<file path="config.mk">
export PLATFORM = sky130hd
export DESIGN_NAME = tfs_packet_source
export DESIGN_NICKNAME = d
export VERILOG_FILES = /design/src/inc/tfs_pkg.sv /design/src/logic/tfs_fifo.sv /design/src/logic/tfs_packet_source.sv
export SDC_FILE = /design/constraint.sdc
export NUM_CORES = 1
export LEC_CHECK = 0
export ABC_AREA = 1
export BUFFER_PORTS_ARGS = -buffer_cell sky130_fd_sc_hd__buf_2
export CORE_UTILIZATION = 31
export CTS_BUF_LIST = sky130_fd_sc_hd__clkbuf_8
export DETAILED_ROUTE_END_ITERATION = 10
export GPL_TIMING_DRIVEN = 0
export PLACE_DENSITY = 0.53
export SYNTH_ARGS = -nofsm -noshare
export SYNTH_HDL_FRONTEND = slang
export SYNTH_SLANG_ARGS = --single-unit
</file>
<file path="constraint.sdc">
create_clock -name clk -period 3.4 [get_ports clk]
set_input_delay 0.17 -clock clk [delete_from_list [all_inputs] [get_ports clk]]
set_output_delay 0.17 -clock clk [all_outputs]
set_load 0.02 [all_outputs]
</file>
<file path="src/inc/tfs_pkg.sv">
// constants and types shared by the test frame source
package tfs_pkg;
   // register indices, byte address is four times the index
   localparam logic [7:0]  IDX_CTRL     = 8'h1d;
   localparam logic [7:0]  IDX_PAYLOAD  = 8'h1e;
   localparam logic [7:0]  IDX_ERRCNT   = 8'h17;
   localparam logic [7:0]  IDX_STATUS   = 8'h18;
   // control field positions
   localparam int          B_EN         = 15;
   localparam int          B_RUN        = 14;
   localparam int          B_CONT       = 13;
   localparam int          B_LEN        = 11;
   localparam int          B_IPG        = 10;
   localparam int          B_DA         = 6;
   localparam int          B_SA         = 2;
   localparam int          B_RAND       = 1;
   localparam int          B_BADFCS     = 0;
   // reset values
   localparam logic [15:0] CTRL_RST     = 16'h0040;
   localparam logic [15:0] PAYLOAD_RST  = 16'h0000;
   localparam logic [15:0] LFSR_SEED    = 16'hace1;
   // frame layout in bytes
   localparam logic [13:0] LEN_125      = 14'd125;
   localparam logic [13:0] LEN_64       = 14'd64;
   localparam logic [13:0] LEN_1518     = 14'd1518;
   localparam logic [13:0] HDR_LEN      = 14'd14;
   localparam logic [13:0] FCS_LEN      = 14'd4;
   localparam logic [13:0] LENFIELD_SUB = 14'd18;
   localparam logic [43:0] ADDR_HIGH    = 44'hfff_ffff_ffff;
   // frame check sequence
   localparam logic [31:0] CRC_INIT     = 32'hffff_ffff;
   localparam logic [31:0] CRC_POLY     = 32'hedb8_8320;
   localparam logic [31:0] CRC_RESIDUE  = 32'hdebb_20e3;
   // timing
   localparam int          CLK_NS       = 25;
   localparam int          IPG_SHORT_NS = 96;
   localparam int          IPG_LONG_NS  = 8192;
   localparam logic [9:0]  IPG_SHORT_CYC = 10'((IPG_SHORT_NS + CLK_NS - 1) / CLK_NS);
   localparam logic [9:0]  IPG_LONG_CYC  = 10'((IPG_LONG_NS + CLK_NS - 1) / CLK_NS);
   typedef enum logic [1:0] {TFS_IDLE, TFS_FRAME, TFS_GAP} tfs_state_t;
endpackage

</file>
<file path="src/logic/tfs_fifo.sv">
// byte fifo with registered output stage between generator and link
`timescale 1ns/1ps
module tfs_fifo #(
   parameter int WIDTH = 9,
   parameter int DEPTH = 16
) (
   input  logic             clk,
   input  logic             nrst,
   input  logic [WIDTH-1:0] in_data,
   input  logic             in_valid,
   output logic             in_ready,
   output logic [WIDTH-1:0] out_data,
   output logic             out_valid,
   input  logic             out_ready
);
   localparam int AW = $clog2(DEPTH);
   localparam int CW = $clog2(DEPTH + 1);

   logic [WIDTH-1:0] mem [DEPTH];
   logic [AW-1:0]    wptr;
   logic [AW-1:0]    rptr;
   logic [CW-1:0]    count;
   logic             push;
   logic             pop;

   assign in_ready = count != CW'(DEPTH);
   assign push     = in_valid && in_ready;
   assign pop      = (count != '0) && (!out_valid || out_ready);

   always_ff @(posedge clk)
   begin
      if (push)
      begin
         mem[wptr] <= in_data;
      end
   end

   always_ff @(posedge clk)
   begin
      if (!nrst)
      begin
         wptr      <= '0;
         rptr      <= '0;
         count     <= '0;
         out_data  <= '0;
         out_valid <= 1'b0;
      end
      else
      begin
         if (push)
            wptr <= AW'(wptr + 1'b1);
         if (pop)
         begin
            rptr     <= AW'(rptr + 1'b1);
            out_data <= mem[rptr];
         end
         out_valid <= pop || (out_valid && !out_ready);
         count     <= CW'(count + CW'(push) - CW'(pop));
      end
   end
endmodule

</file>
<file path="src/logic/tfs_packet_source.sv">
// test frame source: apb registers, frame builder, output fifo
`timescale 1ns/1ps
module tfs_packet_source #(
   parameter int          BATCH_PKTS = 30000000,
   parameter int          BLOCK_PKTS = 10000,
   parameter logic [13:0] JUMBO_LEN  = 14'd10000,
   parameter int          FIFO_DEPTH = 16
) (
   input  logic        clk,
   input  logic        nrst,
   input  logic        psel,
   input  logic        penable,
   input  logic        pwrite,
   input  logic [11:0] paddr,
   input  logic [31:0] pwdata,
   output logic [31:0] prdata,
   output logic        pready,
   output logic        pslverr,
   input  logic        crc_err_in,
   output logic [7:0]  tx_data,
   output logic        tx_last,
   output logic        tx_valid,
   input  logic        tx_ready
);
   function automatic logic [31:0] crc_upd(input logic [31:0] c, input logic [7:0] d);
      logic [31:0] r;
      r = c ^ {24'h0, d};
      for (int i = 0; i < 8; i++)
         r = r[0] ? ((r >> 1) ^ tfs_pkg::CRC_POLY) : (r >> 1);
      return r;
   endfunction

   function automatic logic [7:0] addr_byte(input logic [47:0] a, input logic [13:0] i);
      logic [47:0] s;
      s = a << {i[2:0], 3'b000};
      return s[47:40];
   endfunction

   // register bus decode
   logic        acc;
   logic        done;
   logic        wr;
   logic        aligned;
   logic [7:0]  idx_bus;
   logic        hit_ctrl;
   logic        hit_pay;
   logic        hit_err;
   logic        hit_stat;
   logic        mapped;
   logic        rd_err;
   logic [31:0] rd_mux;

   logic [15:0] ctrl;
   logic [15:0] payload;
   logic [13:0] act;
   logic [15:0] act_pat;
   logic [7:0]  errcnt;
   logic [7:0]  next_errcnt;
   logic        pend;
   logic        start_wr;
   logic        batch_done;

   assign acc      = psel && penable;
   assign done     = acc && pready;
   assign wr       = done && pwrite;
   assign aligned  = paddr[1:0] == 2'b00 && paddr[11:10] == 2'b00;
   assign idx_bus  = paddr[9:2];
   assign hit_ctrl = aligned && idx_bus == tfs_pkg::IDX_CTRL;
   assign hit_pay  = aligned && idx_bus == tfs_pkg::IDX_PAYLOAD;
   assign hit_err  = aligned && idx_bus == tfs_pkg::IDX_ERRCNT;
   assign hit_stat = aligned && idx_bus == tfs_pkg::IDX_STATUS;
   assign mapped   = hit_ctrl || hit_pay || hit_err || hit_stat;
   assign rd_err   = done && !pwrite && hit_err;
   assign start_wr = wr && hit_ctrl && pwdata[tfs_pkg::B_EN] && pwdata[tfs_pkg::B_RUN]
                     && !ctrl[tfs_pkg::B_RUN];

   tfs_pkg::tfs_state_t state;
   tfs_pkg::tfs_state_t next_state;

   always_comb
   begin
      if (hit_ctrl)
         rd_mux = {16'h0, ctrl};
      else if (hit_pay)
         rd_mux = {16'h0, payload};
      else if (hit_err)
         rd_mux = {24'h0, errcnt};
      else if (hit_stat)
         rd_mux = {30'h0, batch_done, state != tfs_pkg::TFS_IDLE};
      else
         rd_mux = 32'h0;
   end

   always_ff @(posedge clk)
   begin
      if (!nrst)
      begin
         pready  <= 1'b0;
         prdata  <= 32'h0;
         pslverr <= 1'b0;
      end
      else
      begin
         pready  <= acc && !pready;
         prdata  <= (acc && !pready && !pwrite) ? rd_mux : 32'h0;
         pslverr <= acc && !pready && !mapped;
      end
   end

   always_ff @(posedge clk)
   begin
      if (!nrst)
      begin
         ctrl    <= tfs_pkg::CTRL_RST;
         payload <= tfs_pkg::PAYLOAD_RST;
      end
      else
      begin
         if (wr && hit_ctrl)
            ctrl <= pwdata[15:0];
         if (wr && hit_pay)
            payload <= pwdata[15:0];
      end
   end

   // error counter: an event in the read cycle survives as a count of one
   assign next_errcnt = crc_err_in ? (rd_err ? 8'h01
                                             : (errcnt == 8'hff ? 8'hff : 8'(errcnt + 8'h01)))
                                   : (rd_err ? 8'h00 : errcnt);

   always_ff @(posedge clk)
   begin
      if (!nrst)
         errcnt <= 8'h00;
      else
         errcnt <= next_errcnt;
   end

   // active settings and frame fields
   logic [13:0] frame_len;
   logic [13:0] data_end;
   logic [47:0] da_addr;
   logic [47:0] sa_addr;
   logic [15:0] len_field;
   logic [13:0] idx;
   logic [31:0] crc;
   logic [31:0] fcs_word;
   logic [1:0]  fcs_k;
   logic [15:0] lfsr;
   logic [7:0]  byte_out;
   logic        push_valid;
   logic        fifo_ready;
   logic        accept;
   logic        last;
   logic        in_pay;
   logic [9:0]  gap_cnt;
   logic        halt;
   logic        halt_now;
   logic        batch_hit;
   logic        blk_hit;
   logic [31:0] pkt_cnt;
   logic [31:0] blk_cnt;

   assign frame_len = act[12:11] == 2'b00 ? tfs_pkg::LEN_125 :
                      act[12:11] == 2'b01 ? tfs_pkg::LEN_64 :
                      act[12:11] == 2'b10 ? tfs_pkg::LEN_1518 : JUMBO_LEN;
   assign data_end  = frame_len - tfs_pkg::FCS_LEN;
   assign da_addr   = {tfs_pkg::ADDR_HIGH, act[9:6]};
   assign sa_addr   = {tfs_pkg::ADDR_HIGH, act[5:2]};
   assign len_field = {2'b00, 14'(frame_len - tfs_pkg::LENFIELD_SUB)};
   assign fcs_word  = act[tfs_pkg::B_BADFCS] ? crc : ~crc;
   assign fcs_k     = 2'(idx - data_end);
   assign in_pay    = idx >= tfs_pkg::HDR_LEN && idx < data_end;
   assign push_valid = state == tfs_pkg::TFS_FRAME;
   assign accept    = push_valid && fifo_ready;
   assign last      = idx == frame_len - 14'd1;

   always_comb
   begin
      if (idx < 14'd6)
         byte_out = addr_byte(da_addr, idx);
      else if (idx < 14'd12)
         byte_out = addr_byte(sa_addr, 14'(idx - 14'd6));
      else if (idx == 14'd12)
         byte_out = len_field[15:8];
      else if (idx == 14'd13)
         byte_out = len_field[7:0];
      else if (in_pay && act[tfs_pkg::B_RAND])
         byte_out = lfsr[7:0];
      else if (in_pay)
         byte_out = idx[0] ? act_pat[7:0] : act_pat[15:8];
      else
         byte_out = fcs_word[{fcs_k, 3'b000} +: 8];
   end

   // stop decisions taken as the last byte of a frame is accepted
   assign batch_hit = !act[tfs_pkg::B_CONT] && pkt_cnt == 32'(BATCH_PKTS - 1);
   assign blk_hit   = act[tfs_pkg::B_CONT] && !ctrl[tfs_pkg::B_CONT]
                      && blk_cnt == 32'(BLOCK_PKTS - 1);
   assign halt_now  = batch_hit || blk_hit || pend
                      || !(ctrl[tfs_pkg::B_EN] && ctrl[tfs_pkg::B_RUN]);

   always_comb
   begin
      next_state = state;
      case (state)
         tfs_pkg::TFS_IDLE:
            if (pend)
               next_state = tfs_pkg::TFS_FRAME;
         tfs_pkg::TFS_FRAME:
            if (accept && last)
               next_state = tfs_pkg::TFS_GAP;
         default:
            if (gap_cnt == 10'd0)
               next_state = halt ? tfs_pkg::TFS_IDLE : tfs_pkg::TFS_FRAME;
      endcase
   end

   always_ff @(posedge clk)
   begin
      if (!nrst)
      begin
         state      <= tfs_pkg::TFS_IDLE;
         pend       <= 1'b0;
         act        <= tfs_pkg::CTRL_RST[13:0];
         act_pat    <= tfs_pkg::PAYLOAD_RST;
         idx        <= 14'd0;
         crc        <= tfs_pkg::CRC_INIT;
         lfsr       <= tfs_pkg::LFSR_SEED;
         gap_cnt    <= 10'd0;
         halt       <= 1'b0;
         pkt_cnt    <= 32'd0;
         blk_cnt    <= 32'd0;
         batch_done <= 1'b0;
      end
      else
      begin
         state <= next_state;
         if (start_wr)
            pend <= 1'b1;
         else if (wr && hit_ctrl && !(pwdata[tfs_pkg::B_EN] && pwdata[tfs_pkg::B_RUN]))
            pend <= 1'b0;
         else if (state == tfs_pkg::TFS_IDLE)
            pend <= 1'b0;
         if (state == tfs_pkg::TFS_IDLE && pend)
         begin
            act        <= ctrl[13:0];
            act_pat    <= payload;
            pkt_cnt    <= 32'd0;
            blk_cnt    <= 32'd0;
            batch_done <= 1'b0;
            idx        <= 14'd0;
            crc        <= tfs_pkg::CRC_INIT;
            lfsr       <= tfs_pkg::LFSR_SEED;
         end
         if (accept)
         begin
            idx <= last ? 14'd0 : 14'(idx + 14'd1);
            if (idx < data_end)
               crc <= crc_upd(crc, byte_out);
            else if (last)
               crc <= tfs_pkg::CRC_INIT;
            if (in_pay && act[tfs_pkg::B_RAND])
               lfsr <= {lfsr[14:0], lfsr[15] ^ lfsr[13] ^ lfsr[12] ^ lfsr[10]};
         end
         if (accept && last)
         begin
            gap_cnt <= (act[tfs_pkg::B_IPG] ? tfs_pkg::IPG_LONG_CYC
                                            : tfs_pkg::IPG_SHORT_CYC) - 10'd1;
            halt    <= halt_now;
            pkt_cnt <= 32'(pkt_cnt + 32'd1);
            blk_cnt <= blk_cnt == 32'(BLOCK_PKTS - 1) ? 32'd0 : 32'(blk_cnt + 32'd1);
            if (batch_hit)
               batch_done <= 1'b1;
         end
         else if (state == tfs_pkg::TFS_GAP && gap_cnt != 10'd0)
            gap_cnt <= 10'(gap_cnt - 10'd1);
      end
   end

   tfs_fifo #(
      .WIDTH (9),
      .DEPTH (FIFO_DEPTH)
   ) u_fifo (
      .clk       (clk),
      .nrst      (nrst),
      .in_data   ({last, byte_out}),
      .in_valid  (push_valid),
      .in_ready  (fifo_ready),
      .out_data  ({tx_last, tx_data}),
      .out_valid (tx_valid),
      .out_ready (tx_ready)
   );

   // checking helpers
   logic [31:0] res;
   logic [31:0] res_next;
   logic [9:0]  idle_run;
   logic [7:0]  last_pushed;

   assign res_next = crc_upd(res, byte_out);

   always_ff @(posedge clk)
   begin
      if (!nrst)
      begin
         res         <= tfs_pkg::CRC_INIT;
         idle_run    <= 10'd0;
         last_pushed <= 8'h00;
      end
      else
      begin
         // byte actually handed to the fifo, so a stall does not repeat it
         if (accept)
         begin
            res         <= last ? tfs_pkg::CRC_INIT : res_next;
            last_pushed <= byte_out;
         end
         idle_run <= push_valid ? 10'd0 : (idle_run == 10'h3ff ? idle_run : 10'(idle_run + 10'd1));
      end
   end
endmodule

</file>
== Word-level counts from Yosys, hierarchy flattened ==
Memories as Yosys holds them, arrays and structs flattened. A register that Yosys moved wholly into a read port is not among the register bits.
Index checks and enable logic that the tools add are counted.
Operators by class
  shift-type cells: 3
  reductions and logical operators: 68
  bitwise gates (word level): 15
  multiply operators: 0
  mux-type cells: 57
  magnitude comparators: 4
  div/mod/pow operators: 0
  $add $sub $neg: 15
  equality and inequality tests: 17
Operators with widths (number)
  $mux W32: 17
  $not A13 Y14: 8
  $mux W16: 6
  $shl A48 B6 Y48: 2
  $mux W8: 11
  $mux W14: 6
  $add A32 B1 Y32 const B: 2
  $eq A32 B14 Y1 const B: 1
  $eq A32 B25 Y1 const B: 1
  $eq A8 B5 Y1 const B: 4
  $logic_and A1 B1 Y1: 32
  $not A32 Y32: 1
  $shiftx A32 B6 Y8: 1
  $xor A32 B8 Y32: 1
  $eq A14 B4 Y1 const B: 2
  $mux W10: 2
  $add A14 B1 Y14 const B: 1
  $eq A14 B14 Y1: 1
  $ge A14 B4 Y1 const B: 1
  $lt A14 B14 Y1: 1
  $lt A14 B3 Y1 const B: 1
  $lt A14 B4 Y1 const B: 1
  $sub A14 B1 Y14 const B: 1
  $sub A14 B3 Y14 const B: 1
  31 further kinds: 74
Storage, ports and cells
  register bits: 259
  bits in read-only memories: 0
  memories kept: 1
  input port bits: 51
  output and inout bits: 44
  bits in writable memories: 144
  latch bits: 0
Memory list
  u_fifo.mem: words 16, bits a word 9, read ports 1, clocked after Yosys merged registers in 1, wr ports 1, line tfs_fifo.sv:19  | logic [WIDTH-1:0] mem [DEPTH];

== Logic depth before layout (Yosys ltp) ==
Gate-level depths: netlist of run 1.
  word-level depth: 32
  gate-level depth with buffers: 35
  gate-level depth less buffers: 34

== By module ==
Synthesis of run 1 repeated with hierarchy kept, for this count alone.
Unflattened totals
  cells, all modules: 2914
  area total of the unflattened synthesis: 21328.0 sq um
Modules (own cells, without submodules)
  tfs_packet_source: times used 1, sequential area each 4584.4 sq um, cells each 2187, area each 14018.4 sq um
  tfs_fifo: times used 1, sequential area each 4784.6 sq um, cells each 727, area each 7309.5 sq um

== Least setup slack after synthesis of run 1 ==
OpenSTA, ideal clock, no wires.
  path type: register to register
  from: register act[11]
  to: register crc[16]
  stages on the path, launching flop included: 30
  clock period less this slack: 3699 ps
  slack: -299 ps
  data required time: 3285 ps
  path buffers: 1
  arrival time: 3584 ps
  setup time: 115 ps
  cells stage by stage: dfxtp_1 > inv_1 > ha_1 > nor4_1 > nand2_1 > ha_1 > nand2_1 > nor2_2 > nand2_1 > a21oi_2 > nor2_2 > buf_2 > nand3_1 > nand2_1 > nand3_1 > nand2_1 > nand2_1 > nand2_1 > nand2_2 > nand2_1 > nand2_2 > nand3_1 > nand2_2 > inv_2 > nand2_2 > nand2_2 > nor2_1 > nand2_1 > nand3_1 > nand2_1
RTL lines
  start, declared: line tfs_packet_source.sv:55  | logic [13:0] act;
  start signal, assigned: line tfs_packet_source.sv:225  | act <= tfs_pkg::CTRL_RST[13:0];
  start signal, assigned: line tfs_packet_source.sv:247  | act <= ctrl[13:0];
  $eq A2 B2 Y1: line tfs_packet_source.sv:166  | act[12:11] == 2'b10 ? tfs_pkg::LEN_1518 : JUMBO_LEN;
  $mux W14: line tfs_packet_source.sv:166
  $mux W14: line tfs_packet_source.sv:165  | act[12:11] == 2'b01 ? tfs_pkg::LEN_64 :
  $mux W14 (*): line tfs_packet_source.sv:164  | assign frame_len = act[12:11] == 2'b00 ? tfs_pkg::LEN_125 :
  $sub A14 B3 Y14: line tfs_packet_source.sv:167  | assign data_end = frame_len - tfs_pkg::FCS_LEN;
  $sub A2 B2 Y2 / $lt A14 B14 Y1 (equally long branches): line tfs_packet_source.sv:172, tfs_packet_source.sv:173
  $shiftx A32 B6 Y8 / $logic_and A1 B1 Y1 (equally long branches): line tfs_packet_source.sv:193, tfs_packet_source.sv:173
  $mux W8 / $logic_and A1 B1 Y1 (equally long branches): line tfs_packet_source.sv:190, tfs_packet_source.sv:188
  (+4 left out)
  $mux W8 (*): line tfs_packet_source.sv:180  | if (idx < 14'd6)
  via byte_out[3]: line tfs_packet_source.sv:150  | logic [7:0] byte_out;
  $xor A32 B8 Y32 (*): line tfs_packet_source.sv:27  | r = c ^ {24'h0, d};
  $mux W32 (*) (4 in a row): line tfs_packet_source.sv:29  | r = r[0] ? ((r >> 1) ^ tfs_pkg::CRC_POLY) : (r >> 1);
  $not A13 Y14 (no line)
  $mux W32 (*) (4 in a row): line tfs_packet_source.sv:29
  $mux W32 (*): line tfs_packet_source.sv:259  | if (idx < data_end)
  $mux W32 (*): line tfs_packet_source.sv:256  | if (accept)
  end signal, assigned: line tfs_packet_source.sv:253  | crc <= tfs_pkg::CRC_INIT;
  end signal, assigned: line tfs_packet_source.sv:260  | crc <= crc_upd(crc, byte_out);
  end signal, assigned: line tfs_packet_source.sv:262  | crc <= tfs_pkg::CRC_INIT;
  end, declared: line tfs_packet_source.sv:146  | logic [31:0] crc;
The timed path passes the listed nets; every way through them passes the cells marked *.
A chain may end at the register's enable or synchronous reset.

== Worst setup path in the final report of run 1 ==
  from: register act[12]
  to: register crc[22]
Between the ends
  longest elaborated chain between the ends: 28
Ends and longest elaborated chain (line)
  $eq A2 B2 Y1: tfs_packet_source.sv:166
  $mux W14: tfs_packet_source.sv:166
  $mux W14: tfs_packet_source.sv:165
  $mux W14 (*): tfs_packet_source.sv:164
  $sub A14 B3 Y14: tfs_packet_source.sv:167
  $sub A2 B2 Y2 / $lt A14 B14 Y1 (equally long branches): tfs_packet_source.sv:172, tfs_packet_source.sv:173
  $shiftx A32 B6 Y8 / $logic_and A1 B1 Y1 (equally long branches): tfs_packet_source.sv:193, tfs_packet_source.sv:173
  $mux W8 / $logic_and A1 B1 Y1 (equally long branches): tfs_packet_source.sv:190, tfs_packet_source.sv:188
  (+5 left out)
  via byte_out[0]: tfs_packet_source.sv:150
  (+5 left out)
  $not A13 Y14 (no line)
  $mux W32 (*) (2 in a row): tfs_packet_source.sv:29
  $not A13 Y14 (no line)
  $mux W32 (*): tfs_packet_source.sv:29
  $not A13 Y14 (no line)
  $mux W32 (*) (2 in a row): tfs_packet_source.sv:29
  $mux W32 (*): tfs_packet_source.sv:259
  $mux W32 (*): tfs_packet_source.sv:256
Marks and branches as above.

==> impl_metrics.toml, run 1 <==
[status]
run_status = "finished, violations left"
violations = "design-rule violations, negative setup slack"

[timing]
setup_viol = 59
fmax_ghz = 0.2608
worstMarginPinSlew_ps = 1352
relSlewSlack_pct = 8.942
finalSetupTns_ps = -10460
slew_violations = 0
fin_skew_ps = 27.13
whs_ps = 68.67
rsz0062_at_grt = "true"
period_needed_ps = 3835
fin_crit_sh_pct = 112.8
fin_ws_ps = -434.7
hold_viol = 0

[yosys]
synth_cell_types = 65
ys_ff_latch = 396
synth_cells = 2706
synth_area_um2 = 20820
synth_largest_area_cell = "dfxtp_1"
postSynthAreaPerCell_um2 = 7.695
synthFlopType = "dfxtp_1"
ys_top_cells_by_area = "dfxtp_1 24%, edfxtp_1 21%, nand2_1 11%"
synth_edf_count = 144
yosysWarnings = 0
synthArstFlopShare_pct = 0
yosysSeqAreaShare_pct = 44.99
synth_top_area_share_pct = 24.23

[finish]
drive_gt1_share_pct = 22.56
fin_cells = 3915
area_delta_synth_final_pct = 29.02
layout_commonest_cell = "nand2_1"
final_cell_mix = "512 x nand2_1, 297 x inv_1, 249 x dfxtp_1, 228 x o21ai_0, 191 x a21oi_1"
fin_util_pct = 40.65
finish.net_count = 3084

[place]
gp_congestion = 0.9080
dp_hpwl_um = 47100
dp.cells = 3646
numPortBuffers = 61

[power_and_ir_drop]
p_switching_mw = 4.615
power_frac_comb_pct = 25.0
clockPowerShare_pct = 36.2
p_leak_nw = 10.68
power.density_nw_per_um2 = 497.9
peakVddDrop_uv = 284.4
finalPower_mw = 13.38
p_int_mw = 8.763
power.share.sequential_pct = 38.8
sw_frac_of_total_pct = 34.50

[grt]
grt_max_degree = 26
grt-ovfl-total = 0
grt_pass1_wl_um = 106000
grtUsageTotal_pct = 19.89
grt_pass1_vias = 18583
antenna_found_initial = 2

[critical_path]
critPathSlowestCell = "dfxtp_4"
crit_type = "reg2reg"
required_ps = 3950
max_stage_delay_ps = 370
worst-path-max-fanout = 6
cp_common_cell = "nand2_1"
start_kind = "register"
cp-end-kind = "register"
arrival_ps = 4380

[floorplanning]
ios = 95
die_y_um = 261.2
die_w_um = 261.2
fp-row-count = 94
start_util_pct = 31.50
die_area_um2 = 68220
core_area_um2 = 66100

[clock_network]
clk_path_buf_depth = 3
cts_buffers = 74
cts_tree = "built"
cts_max_level = 3
clkSlewWorstSetupHoldPaths_ps = 60
root_buffer = "clkbuf_8"
clock_latency_ps = 670
cts.sinks = 396

[flow_run]
maxCapViolations = 0

[routing]
avgRoutedWirePerCell_um = 17.69
drc = 2
drtIter0Drc = 1523
finalWirelength_um = 69260
ant_nets = 0
vias = 19819
drtPass1Iterations = 10
avgViaCountPerCell = 5.062

[hold_path]
hp-class = "in2reg"
==> through the flow <==
step,instance area (um^2),setup slack [ps]
after detailed placement,22300,-1152
after CTS,25820,-294.2
final,26870,-434.7
after global placement,22300,-1132
after global routing,26870,-604.9
after floorplan,20910,4.858
==> cell families after synthesis <==
group,share of synthesized area [%]
AO/OA/AOI/OAI,16.63
flip-flops,44.99
buffers and inverters,8.785
AND/OR/NAND/NOR,25.45
adder cells (fa/ha/maj),2.656
other,0.03606
XOR/XNOR,1.454
==> area by class of cell <==
type                    instances  area, um^2
clock inverters                52       375.4
plain buffers                 134       739.5
diodes                          1       2.502
multi-input cells            1885       11350
inverters                     306        1191
clock buffers                  84        1156
repair inverters                1       7.507
flip-flops and latches        396        9378
well taps                     864        1081
fillers                      6759       39230
repair buffers                192        1583
==> power groups by stage <==
| stage | logic, mW | registers (mW) | clock network (mW) |
|---|---|---|---|
| after detailed placement | 2.85 | 5.27 | 0 |
| after CTS | 3.15 | 5.18 | 4.95 |
| after floorplan | 1.84 | 5.30 | 0 |
| final | 3.34 | 5.20 | 4.84 |
| after global routing | 3.68 | 5.21 | 5.17 |
| after global placement | 2.84 | 5.27 | 0 |
==> routing by layer <==
metal  part of all wire (%)  GRT usage, %
met1                     46         27.27
met2                     45         31.55
met3                    6.2         3.136
met4                    3.2         7.122
met5                      0             0
==> sequential cells by signal (all words and copies together), names as in the netlist, 2 cells and up <==
register	flops
u_fifo.count	5
u_fifo.rptr	4
payload	16
act_pat	16
gap_cnt	10
state	2
act	14
u_fifo.wptr	4
u_fifo.mem	144
errcnt	8
crc	32
u_fifo.out_data	9
lfsr	16
blk_cnt	32
prdata	16
idx	14
ctrl	16
pkt_cnt	32
==> synthesized netlist by cell type, drive strengths merged, types with 7 or more instances <==
| master | number |
|---|---|
| inv | 304 |
| nand2 | 650 |
| nor3 | 48 |
| ha | 41 |
| edfxtp | 144 |
| buf | 45 |
| clkbuf | 87 |
| dfxtp | 252 |
| o211ai | 45 |
| o22ai | 19 |
| or2 | 14 |
| nand4 | 35 |
| nor2 | 219 |
| a21oi | 208 |
| o311ai | 7 |
| nand3 | 186 |
| a211oi | 11 |
| a221oi | 14 |
| nor4 | 27 |
| xor2 | 27 |
| o21ai | 246 |
| o221ai | 26 |
==> what timing repair did <==
item,4_1_cts,5_1_grt
endpoints found under the hold margin,52,0
gates resized for setup,272,189
pin swaps,91,99
endpoints found under the setup margin,311,312
setup buffers,74,35
hold buffers,23,0
gates cloned,2,3
==> worst paths after layout <==
check / cells past startpoint / startpoint / to / slack, ps
worst min-delay path: 6 / paddr[2] / prdata[1] / 70
worst max-delay path: 33 / act[12] / crc[22] / -430
worst max register to register: 33 / act[12] / crc[22] / -430
worst min register to register: 2 / lfsr[14] / lfsr[15] / 470
==> critical path: cells and delay by family, from the launching register on <==
family,cells,cell delay (ps)
AND/OR/NAND/NOR,26,2250
buffers and inverters,4,490
adder cells (fa/ha/maj),2,410
flip-flops,1,370
AO/OA/AOI/OAI,1,180
(Power assumes the default switching activity.)
==> inputs of run 2 (changes only) <==
--- a/config.mk
+++ b/config.mk
@@ -5,13 +5,12 @@
 export SDC_FILE = /design/constraint.sdc
 export NUM_CORES = 1
 export LEC_CHECK = 0
-export ABC_AREA = 1
 export BUFFER_PORTS_ARGS = -buffer_cell sky130_fd_sc_hd__buf_2
 export CORE_UTILIZATION = 31
 export CTS_BUF_LIST = sky130_fd_sc_hd__clkbuf_8
 export DETAILED_ROUTE_END_ITERATION = 10
 export GPL_TIMING_DRIVEN = 0
-export PLACE_DENSITY = 0.53
+export PLACE_DENSITY = 0.54
 export SYNTH_ARGS = -nofsm -noshare
 export SYNTH_HDL_FRONTEND = slang
 export SYNTH_SLANG_ARGS = --single-unit
==> run 2 against run 1 <==
The run ends with negative setup slack left. Synthesized cell count fell by 30%. Global-route usage fell by 2.5 points. Clock skew rose by 10 ps. Core utilization fell by 0.66 points. Wire length fell by 20%. Critical path depth fell by 16. Non-clock buffer count fell by 26. Design area fell by 10%. Largest cell class unchanged.
==> impl_metrics.toml, run 2 <==
[timing]
slew_violations = 0
period_needed_ps = 3877
setup_viol = 52
worstMarginPinSlew_ps = 1098
rsz0062_at_grt = "true"
whs_ps = 68.70
fin_skew_ps = 37.21
hold_viol = 0
fin_ws_ps = -477.5
fmax_ghz = 0.2579
fin_crit_sh_pct = 114.0
relSlewSlack_pct = 26.22

[grt]
grt_max_degree = 18
antenna_found_initial = 0
grtUsageTotal_pct = 17.35
grt-ovfl-total = 0
grt_pass1_vias = 14969
grt_pass1_wl_um = 84660

[power_and_ir_drop]
power.share.sequential_pct = 46.1
finalPower_mw = 10.93
peakVddDrop_uv = 271.6
power.density_nw_per_um2 = 452.1
sw_frac_of_total_pct = 26.78
p_switching_mw = 2.928
power_frac_comb_pct = 14.4
p_int_mw = 8.004
p_leak_nw = 8.317
clockPowerShare_pct = 39.5

[place]
gp_congestion = 0.8656
preCtsSetupSlack_ps = -1548
numPortBuffers = 61
dp_hpwl_um = 36850
dp.cells = 2746

[finish]
layout_commonest_cell = "nand2_1"
drive_gt1_share_pct = 24.89
fin_cells = 2984
final_cell_mix = "259 x nand2_1, 248 x dfxtp_1, 167 x a21oi_1, 148 x nor2_1, 144 x edfxtp_1"
nFillCells = 5822
largest-register = "u_fifo.mem"
finish.net_count = 2246
fin_util_pct = 39.98
diodes = 0
area_delta_synth_final_pct = 27.42
largest_reg_flops = 144

[routing]
drc = 0
vias = 15460
ant_nets = 0
avgViaCountPerCell = 5.181
finalWirelength_um = 55470
drtIter0Drc = 1014
drtPass1Iterations = 7
avgRoutedWirePerCell_um = 18.59

[yosys]
synthTopCellsByCount = "272 x nand2_1, 252 x dfxtp_1, 178 x a21oi_1"
synth_cell_types = 86
postSynthAreaPerCell_um2 = 10.06
synth_top_area_share_pct = 26.59
yosysWarnings = 0
yosysSeqAreaShare_pct = 49.37
synth_edf_count = 144
synthArstFlopShare_pct = 0
synthFlopType = "dfxtp_1"
ys_ff_latch = 396
synth_most_common_cell = "nand2_1"
ys_top_cells_by_area = "dfxtp_1 27%, edfxtp_1 23%, mux4_2 6.3%"
synth_cells = 1887
synth_area_um2 = 18980
synth_largest_area_cell = "dfxtp_1"

[floorplanning]
die_area_um2 = 62210
die_w_um = 249.4
die_y_um = 249.4
start_util_pct = 31.38
core_area_um2 = 60470
ios = 95
fp-row-count = 90

[flow_run]
maxCapViolations = 0

[critical_path]
arrival_ps = 4390
worst-path-max-fanout = 6
cp-end-kind = "register"
start_kind = "register"
crit_type = "reg2reg"
required_ps = 3920

[clock_network]
cts_tree = "built"
cts_max_level = 3
clock_latency_ps = 640
cts.sinks = 396
root_buffer = "clkbuf_8"
cts_buffers = 70
clkSlewWorstSetupHoldPaths_ps = 60
clk_path_buf_depth = 3

[status]
run_status = "finished, violations left"
violations = "negative setup slack"

[hold_path]
hp-class = "in2reg"
## run 2: changes by cell type after synthesis, sizes merged, moves of 29 or more
| cell | change |
|---|---|
| a21oi | -30 |
| and3 | +29 |
| inv | -272 |
| mux4 | +53 |
| nand2 | -378 |
| nand3 | -121 |
| nor2 | -48 |
| o211ai | -39 |
| o21ai | -151 |
| xnor2 | +56 |
## run 2: worst max-delay path, cell delays in order, from the launching register on
cell and delay [ps]:
dfxtp_4 380, inv_6 50, buf_12 110, ha_4 170
nor3b_4 240, nand3_2 140, ha_4 260, a21oi_4 150
o21ai_4 90, a31o_4 260, or4_4 460, a21o_1 250
a211oi_4 250, buf_12 170, xnor2_2 90, xnor2_2 260
xnor2_1 130, o32a_1 290
## run 2: cell families after synthesis
logic type | Yosys count | synth area share, %
adders and majority gates | 43 | 2.914
and+or+nand+nor | 725 | 17.82
other | 2 | 0.03958
muxes | 79 | 7.682
buffers and inverters | 155 | 3.475
DFF | 396 | 49.37
AOI/OAI and AO/OA | 392 | 12.94
xor gates and xnor gates | 95 | 5.750
## run 2: what timing repair did
action | in CTS | in global routing
hold buffers | 26 | 0
pin swaps | 65 | 52
resized for setup | 156 | 144
hold endpoints to repair | 44 | 0
endpoints found under the setup margin | 364 | 266
gates cloned | 0 | 3
setup buffers | 67 | 31
## run 2: metal layers
layer	global-route usage [%]	vias up	share of wire [%]	wire, um
li1	-	7341	-	-
met1	22.66	7572	44	24620
met2	28.20	429	47	26120
met3	3.077	118	4.9	2728
met4	7.390	0	3.6	1994
met5	0	-	0	0
## run 2: final cells by class
| type | instances | area, um^2 | area share (%) |
|---|---|---|---|
| multi-input cells | 1352 | 10120 | 41.85 |
| flip-flops and latches | 396 | 9379 | 38.79 |
| repair buffers | 186 | 1598 | 6.608 |
| clock buffers | 87 | 1197 | 4.952 |
| well taps | 782 | 978.4 | 4.047 |
| plain buffers | 114 | 619.3 | 2.562 |
| clock inverters | 35 | 153.9 | 0.6365 |
| inverters | 32 | 133.9 | 0.5537 |
## run 2: power groups by stage
stage	registers, mW	clock network (mW)	logic (mW)
after floorplan	5.19	0	1.03
after global placement	5.14	0	1.54
after detailed placement	5.14	0	1.55
after CTS	5.04	4.44	1.59
after global routing	5.05	4.64	1.71
final	5.04	4.31	1.57
## run 2: metrics by stage
| step | cell area (um^2) | setup TNS [ps] |
|---|---|---|
| finish | 24180 | -15880 |
| global route | 24180 | -22200 |
| CTS | 23350 | -12340 |
| detailed placement | 20490 | -165550 |
| global placement | 20450 | -191100 |
| floorplan | 19170 | -7320 |
## run 2: path summary, 6_finish.rpt
| kind | from | end | slack, ps | cells after the start |
|---|---|---|---|---|
| max | act[11] | crc[24] | -480 | 17 |
| min | paddr[5] | prdata[0] | 70 | 5 |
| max reg2reg | act[11] | crc[24] | -480 | 17 |
| min reg2reg | gap_cnt[9] | gap_cnt[9] | 450 | 2 |
